[src/logic/bsl_pkg.sv]
// Package of constants and types for the serial boot loader block
package bsld_pkg;
    // ------------------------------------------------------------
    // Clock and serial timing
    // ------------------------------------------------------------
    localparam int CLK_HZ = 200000000;
    localparam int BAUD_DEFAULT = 9600;
    localparam int BIT_CYCLES = CLK_HZ / BAUD_DEFAULT;
    localparam int DATA_BITS = 8;
    // ------------------------------------------------------------
    // Memory map of the load window and boot ROM
    // ------------------------------------------------------------
    localparam logic [15:0] RAM_WIN_START = 16'hfa40;
    localparam logic [15:0] RAM_WIN_END = 16'hfa5f;
    localparam int LOAD_BYTES = 32;
    localparam int FLASH_KBYTES = 128;
    localparam logic [15:0] BOOT_ROM_BASE = 16'h0000;
    // ------------------------------------------------------------
    // Reset values and the zero byte value
    // ------------------------------------------------------------
    localparam logic [15:0] PC_RESET = 16'h0000;
    localparam logic [7:0] SHIFT_RESET = 8'h00;
    localparam logic [7:0] ZERO_BYTE = 8'h00;
    // Loader sequence states
    typedef enum logic [2:0] {
        ST_IDLE,
        ST_WAIT_ZERO,
        ST_SEND_ID,
        ST_WAIT_ID,
        ST_LOAD,
        ST_RUN,
        ST_NORMAL
    } bsld_state_t;
endpackage

[src/logic/bsl_loader.sv]
// Serial boot loader: entry at reset, zero byte, ID answer, 32-byte load, run
// ------------------------------------------------------------
// Notes on behaviour
// [RULE_01] Boot select low when reset ends enters loader mode, else normal start.
// [RULE_02] Loader entry ignores the external bus configuration strapped at reset.
// [RULE_03] Loader lives in its own boot ROM, outside the 128 Kbyte flash.
// [RULE_04] In loader mode only listen on serial input until a zero byte.
// [RULE_05] After the zero byte send exactly one identification byte.
// [RULE_06] Then receive exactly 32 bytes into RAM FA40h to FA5Fh in order.
// [RULE_07] After the last byte, start executing at FA40h unprompted.
// [RULE_08] Host sends zero, checks the ID byte, then sends 32 bytes.
// [RULE_09] Host holds boot select low through reset before serial traffic.
// [RULE_10] Characters are 8N1, least significant bit first, agreed rate.
// ------------------------------------------------------------
module bsld_loader
    import bsld_pkg::*;
#(
    parameter int BIT_CYC = BIT_CYCLES,
    parameter logic [7:0] ID_BYTE = 8'h3c // Arbitrary identification value
) (
    input wire logic mclk,
    input wire logic reset,
    input wire logic boot_select_pin,
    input wire logic [1:0] bus_config,
    input wire logic rxd,
    output logic txd,
    output logic serial_boot_loader_mode,
    output logic normal_start,
    output logic ram_we,
    output logic [15:0] ram_addr,
    output logic [7:0] ram_wdata,
    output logic run_start,
    output logic [15:0] run_addr,
    output logic [15:0] fetch_base
);
    localparam int CW = $clog2(BIT_CYC + 1);

    // ------------------------------------------------------------
    // Pin synchronisers
    // ------------------------------------------------------------
    logic rx_s1, rx_s2, sel_s1, sel_s2;
    logic reset_d;

    // Two stages per pin; only the second stage is ever read
    always_ff @(posedge mclk) begin
        rx_s1 <= rxd;
        rx_s2 <= rx_s1;
        sel_s1 <= boot_select_pin;
        sel_s2 <= sel_s1;
        reset_d <= reset;
    end

    // ------------------------------------------------------------
    // Serial receiver, 8N1 sampled mid-bit
    // ------------------------------------------------------------
    logic rx_busy, next_rx_busy;
    logic [CW-1:0] rx_cnt, next_rx_cnt;
    logic [3:0] rx_bit, next_rx_bit;
    logic [7:0] rx_sh, next_rx_sh;
    logic rx_vld, next_rx_vld;

    // Start edge waits half a bit, then samples each bit centre
    always_comb begin
        next_rx_busy = rx_busy;
        next_rx_cnt = rx_cnt;
        next_rx_bit = rx_bit;
        next_rx_sh = rx_sh;
        next_rx_vld = 1'b0;
        if (!rx_busy) begin
            if (!rx_s2) begin
                next_rx_busy = 1'b1;
                next_rx_cnt = CW'(BIT_CYC / 2);
                next_rx_bit = 4'd0;
            end
        end else if (rx_cnt != '0) begin
            next_rx_cnt = rx_cnt - CW'(1);
        end else begin
            next_rx_cnt = CW'(BIT_CYC - 1);
            next_rx_bit = rx_bit + 4'd1;
            if (rx_bit == 4'd0 && rx_s2) begin
                next_rx_busy = 1'b0; // Glitch, not a start bit
            end else if (rx_bit >= 4'd1 && rx_bit <= 4'd8) begin
                next_rx_sh = {rx_s2, rx_sh[7:1]}; // see [RULE_10]
            end else if (rx_bit == 4'd9) begin
                next_rx_busy = 1'b0;
                next_rx_vld = rx_s2; // Framing error drops the byte
            end
        end
    end

    always_ff @(posedge mclk) begin
        if (reset) begin
            rx_busy <= 1'b0;
            rx_cnt <= '0;
            rx_bit <= 4'd0;
            rx_sh <= SHIFT_RESET;
            rx_vld <= 1'b0;
        end else begin
            rx_busy <= next_rx_busy;
            rx_cnt <= next_rx_cnt;
            rx_bit <= next_rx_bit;
            rx_sh <= next_rx_sh;
            rx_vld <= next_rx_vld;
        end
    end

    // ------------------------------------------------------------
    // Loader sequence
    // ------------------------------------------------------------
    bsld_state_t state, next_state;
    logic [5:0] load_cnt, next_load_cnt;
    logic next_mode, next_normal, next_we, next_run;
    logic [15:0] next_addr, next_run_addr, next_fetch;
    logic [7:0] next_wdata;
    logic tx_start, tx_busy, tx_busy_d;

    // Strap caught by a clocked process on the first cycle after reset
    always_comb begin
        next_state = state;
        next_load_cnt = load_cnt;
        next_mode = serial_boot_loader_mode;
        next_normal = normal_start;
        next_we = 1'b0;
        next_run = 1'b0;
        next_addr = ram_addr;
        next_wdata = ram_wdata;
        next_run_addr = run_addr;
        next_fetch = fetch_base;
        tx_start = 1'b0;
        case (state)
            ST_IDLE: begin
                if (reset_d) begin
                    // Bus configuration deliberately not consulted
                    if (!sel_s2) begin // see [RULE_01] see [RULE_02]
                        next_state = ST_WAIT_ZERO;
                        next_mode = 1'b1;
                        next_fetch = BOOT_ROM_BASE; // see [RULE_03]
                    end else begin
                        next_state = ST_NORMAL;
                        next_normal = 1'b1;
                    end
                end
            end
            ST_WAIT_ZERO: begin
                // Nonzero bytes are simply discarded
                if (rx_vld && rx_sh == ZERO_BYTE) begin // see [RULE_04]
                    next_state = ST_SEND_ID;
                end
            end
            ST_SEND_ID: begin
                tx_start = 1'b1; // see [RULE_05]
                next_state = ST_WAIT_ID;
            end
            ST_WAIT_ID: begin
                if (tx_busy_d && !tx_busy) begin
                    next_state = ST_LOAD;
                    next_load_cnt = 6'd0;
                    next_addr = RAM_WIN_START;
                end
            end
            ST_LOAD: begin
                if (rx_vld) begin
                    next_we = 1'b1; // see [RULE_06]
                    next_wdata = rx_sh;
                    next_addr = RAM_WIN_START + {10'h000, load_cnt};
                    next_load_cnt = load_cnt + 6'd1;
                    if (load_cnt == 6'(LOAD_BYTES - 1)) begin
                        next_state = ST_RUN;
                    end
                end
            end
            ST_RUN: begin
                next_run = 1'b1; // see [RULE_07]
                next_run_addr = RAM_WIN_START;
                next_fetch = RAM_WIN_START;
                next_mode = 1'b0;
                next_state = ST_NORMAL;
            end
            ST_NORMAL: begin
                next_state = ST_NORMAL;
            end
            default: begin
                next_state = ST_IDLE;
            end
        endcase
    end

    always_ff @(posedge mclk) begin
        if (reset) begin
            state <= ST_IDLE;
            load_cnt <= 6'd0;
            serial_boot_loader_mode <= 1'b0;
            normal_start <= 1'b0;
            ram_we <= 1'b0;
            ram_addr <= PC_RESET;
            ram_wdata <= SHIFT_RESET;
            run_start <= 1'b0;
            run_addr <= PC_RESET;
            fetch_base <= PC_RESET;
            tx_busy_d <= 1'b0;
        end else begin
            state <= next_state;
            load_cnt <= next_load_cnt;
            serial_boot_loader_mode <= next_mode;
            normal_start <= next_normal;
            ram_we <= next_we;
            ram_addr <= next_addr;
            ram_wdata <= next_wdata;
            run_start <= next_run;
            run_addr <= next_run_addr;
            fetch_base <= next_fetch;
            tx_busy_d <= tx_busy;
        end
    end

    // Identification byte transmitter
    bsld_uart_tx #(.BIT_CYC(BIT_CYC)) u_tx (
        .mclk(mclk),
        .reset(reset),
        .start(tx_start),
        .data(ID_BYTE),
        .busy(tx_busy),
        .txd(txd)
    );
endmodule // bsld_loader

[src/logic/bsl_uart_tx.sv]
// Serial transmitter: 8N1, least significant bit first
module bsld_uart_tx
    import bsld_pkg::*;
#(
    parameter int BIT_CYC = BIT_CYCLES
) (
    input wire logic mclk,
    input wire logic reset,
    input wire logic start,
    input wire logic [7:0] data,
    output logic busy,
    output logic txd
);
    localparam int CW = $clog2(BIT_CYC + 1);
    logic [CW-1:0] cnt, next_cnt;
    logic [3:0] bitn, next_bitn;
    logic [9:0] frame, next_frame;
    logic next_busy, next_txd;

    // Frame is start, eight data bits, stop; shifted out LSB first
    always_comb begin
        next_cnt = cnt;
        next_bitn = bitn;
        next_frame = frame;
        next_busy = busy;
        next_txd = txd;
        if (!busy) begin
            next_txd = 1'b1;
            if (start) begin
                next_frame = {1'b1, data, 1'b0}; // see [RULE_10]
                next_busy = 1'b1;
                next_cnt = CW'(BIT_CYC - 1);
                next_bitn = 4'd0;
                next_txd = 1'b0;
            end
        end else if (cnt != '0) begin
            next_cnt = cnt - CW'(1);
        end else if (bitn == 4'd9) begin
            next_busy = 1'b0;
            next_txd = 1'b1;
        end else begin
            next_bitn = bitn + 4'd1;
            next_cnt = CW'(BIT_CYC - 1);
            next_txd = frame[bitn + 4'd1];
        end
    end

    // Registers only
    always_ff @(posedge mclk) begin
        if (reset) begin
            cnt <= '0;
            bitn <= 4'd0;
            frame <= 10'h3ff;
            busy <= 1'b0;
            txd <= 1'b1;
        end else begin
            cnt <= next_cnt;
            bitn <= next_bitn;
            frame <= next_frame;
            busy <= next_busy;
            txd <= next_txd;
        end
    end
endmodule // bsld_uart_tx

[config.mk]
export PLATFORM = sky130hd
export DESIGN_NAME = bsld_loader
export DESIGN_NICKNAME = d
export VERILOG_FILES = /design/src/logic/bsl_pkg.sv /design/src/logic/bsl_loader.sv /design/src/logic/bsl_uart_tx.sv
export SDC_FILE = /design/constraint.sdc
export NUM_CORES = 1
export LEC_CHECK = 0
export BUFFER_PORTS_ARGS = -buffer_cell sky130_fd_sc_hd__buf_4
export CAP_MARGIN = 20
export CORE_AREA = 5 5 97 99
export CTS_CLUSTER_DIAMETER = 30
export CTS_CLUSTER_SIZE = 40
export DETAILED_ROUTE_END_ITERATION = 6
export DIE_AREA = 0 0 102 104
export PLACE_DENSITY = 0.84
export SLEW_MARGIN = 5
export SYNTH_ARGS = -nofsm -noshare
export SYNTH_HDL_FRONTEND = slang
export SYNTH_HIERARCHICAL = 1
export SYNTH_SLANG_ARGS = --single-unit
[constraint.sdc]
create_clock -name mclk -period 2.84 [get_ports mclk]
set_input_delay 0.568 -clock mclk [delete_from_list [all_inputs] [get_ports mclk]]
set_output_delay 0.568 -clock mclk [all_outputs]
set_load 0.01 [all_outputs]
==> metrics.yaml <==
placement:
  port_buffers: 43
  hpwl_um: 6760
  gp_congestion: 0.910
logic_synthesis:
  synth_common_cells: "dfxtp_1 (95), a21oi_1 (48), nor2_1 (47)"
  syn_area_um2: 4720
  yosysTopAreaCell: "dfxtp_1"
  netlist_instances: 551
  yosys_register_bits: 95
  synth_top_area_share_pct: 40.3
  ys_types: 67
  async_flop_share_pct: 0
  yosysWarnings: 6
  ys_dominant_reg_cell: "dfxtp_1"
  syn_avg_cell_area_um2: 8.57
  synth_edf_count: 0
  ys_seq_area_share_pct: 40.3
  yosysMostFrequentCell: "dfxtp_1"
  synth.area.top_cells: "dfxtp_1 (40%), buf_4 (6.2%), a21oi_1 (5.1%)"
timing:
  rsz0062_at_grt: "false"
  relSlewSlack_pct: 45.0
  finalSetupTns_ns: 0
  fmaxAchievable_ghz: 0.437
  finalSetupViolations: 0
  worst-slew-pin-transition_ns: 0.823
  period_share_pct: 80.5
  hold_violations: 0
  hold_slack_ns: 0.303
  finClkSkew_ns: 0.0106
  final.min_clock_period_ns: 2.29
  slew_viol_final: 0
clocking:
  htree_levels: 3
  holdBufCountCts: 0
  path_clk_slew_ns: 0.09
  cts_sinks: 95
  post_cts_buffers: 0
  cts_tree: "built"
  cts_buffer_depth: 2
  clock_latency_ns: 0.36
  cts-buffers-inserted: 9
  post_cts_resized: 0
  cts-root-buf: "clkbuf_8"
setup_path:
  reg2reg_slack_ns: 0.55
  startpoint_type: "flop"
  cpPeakStageDelay_ns: 0.54
  crit_arrival_ns: 2.56
  end_kind: "flop"
  rr_startpoint: "u_tx/cnt[12]"
  crit_chain: "nor4_1 > a41oi_2 > nor2_2 > nor2_1 > a211oi_1"
  setup.worst_path.class: "flop to flop"
  r2r_end: "u_tx/cnt[13]"
  crit_path_start: "u_tx/cnt[12]"
  crit_required_ns: 3.12
  endpoint: "u_tx/cnt[13]"
  worstRegToRegCells: 5
  critPathBufInv: 0
  path_delay_family: "simple AND/OR/NAND/NOR gates"
  cp_max_fo: 10
  cp_slowest_cell: "nor4_1"
  cp.depth: 5
floorplan:
  die_w_um: 102
  rows: 34
  coreArea_um2: 8470
  ios: 67
  die_h_um: 104
  initial_core_util_pct: 55.7
  design.die.area_um2: 10600
routing:
  drt_first_pass_iters: 5
  drt-wirelength-per-cell_um: 13.6
  viasPerCell: 5.60
  remaining_drc_errors: 0
  drt_iter0_markers: 214
  via_count: 3872
  totalWireLength_um: 9400
  antenna_left: 0
global_routing:
  antenna_found_initial: 0
  grtUsageTotal_pct: 18.0
  grt_pass1_wl_um: 16000
  overflow: 0
  first_global_vias: 3557
  grt_max_degree: 40
power:
  switching_share_pct: 39.6
  pwr-share-seq_pct: 42.4
  vdd_drop_max_v: 0.000584
  p_per_area_nw_per_um2: 832
  intPower_mw: 2.57
  clock_power_share_pct: 19.7
  leakagePower_nw: 2.01
  pwr-share-comb_pct: 37.9
  p_switching_mw: 1.69
min_path:
  hp-class: "input port to flop"
final_layout:
  nNetsFinal: 594
  final_core_util_pct: 60.5
  area_growth_pct: 8.56
  fillCellCount: 730
  drive_gt1_share_pct: 14.8
  n_antenna_cell: 0
job:
  drv_cap: 0
status:
  status: "complete, no violations"
==> cells in the final DEF, fill, tap and decap left out, types with 9 or more instances in the layout <==
| cell type | n |
|---|---|
| nand3_1 | 20 |
| a31oi_1 | 12 |
| ha_1 | 10 |
| conb_1 | 29 |
| nor3_1 | 13 |
| clkbuf_8 | 9 |
| dfxtp_1 | 95 |
| or3_1 | 12 |
| buf_4 | 51 |
| inv_1 | 19 |
| nor2b_1 | 16 |
| nor2_1 | 47 |
| a21oi_1 | 48 |
| nand2_1 | 44 |
| a211o_1 | 9 |
| nand2b_1 | 18 |
| o21ai_0 | 21 |
==> worst min path at each step <==
stage | startpoint | end | slack, ns | cells past startpoint
3_5_place_dp | rx_s1 | rx_s2 | 0.32 | 0
4_1_cts | boot_select_pin | sel_s1 | 0.29 | 1
2_1_floorplan | rx_s1 | rx_s2 | 0.31 | 0
3_3_place_gp | rx_s1 | rx_s2 | 0.32 | 0
6_report | boot_select_pin | sel_s1 | 0.30 | 1
5_1_grt | boot_select_pin | sel_s1 | 0.28 | 1
==> registers in the layout, indices dropped and copies added, names as in the netlist, 3 cells and up <==
| signal | cells |
|---|---|
| u_tx/frame | 9 |
| rx_sh | 8 |
| ram_addr | 7 |
| rx_cnt | 15 |
| ram_wdata | 8 |
| rx_bit | 4 |
| u_tx/bitn | 4 |
| state | 3 |
| u_tx/cnt | 15 |
| load_cnt | 6 |
==> through the flow <==
step	total power, mW	cell area, µm²	instances	setup slack [ns]
finish	4.26	5120	691	0.553
global route	4.59	5120	691	0.231
CTS	4.28	5120	691	0.568
detailed placement	3.44	4940	675	0.604
global placement	3.36	4940	675	0.716
floorplan	3.07	4820	578	0.838
==> cell families after synthesis <==
family,synth area share [%]
simple gates,25.7
compound gates,16.6
flops,40.3
buf+inv,10.0
mux,3.13
fa+ha+maj,2.65
xor+xnor,1.48
other cells,0.159
==> power by group through the flow <==
stage	Combinational (mW)	Clock, mW	Sequential [mW]
finish	1.61	0.839	1.81
global route	1.82	0.930	1.85
CTS	1.61	0.860	1.81
detailed placement	1.60	0	1.84
global placement	1.54	0	1.82
floorplan	1.34	0	1.73
==> worst register-to-register path: stages (launching register included) <==
cell and delay [ns]:
dfxtp_1 0.35, nor4_1 0.54, a41oi_2 0.47, nor2_2 0.49
nor2_1 0.10, a211oi_1 0.25
==> layout make-up <==
cell class	instances	area [µm²]	area share, %
inverter	19	71.3	1.39
clock inverter	7	63.8	1.25
timing repair buffer	51	383	7.47
clock buffer	9	124	2.42
multi-input combinational	402	2440	47.7
sequential	95	1900	37.1
tap	108	135	2.64
==> metal layers <==
| metal | vias to the layer above | track usage, % | wire length [µm] |
|---|---|---|---|
| met3 | 11 | 4.43 | 491 |
| met2 | 84 | 30.8 | 4660 |
| li1 | 1948 | - | - |
| met5 | - | 0 | 0 |
| met4 | 0 | 4.97 | 119 |
| met1 | 1829 | 22.2 | 4130 |
(Power assumes the default switching activity.)
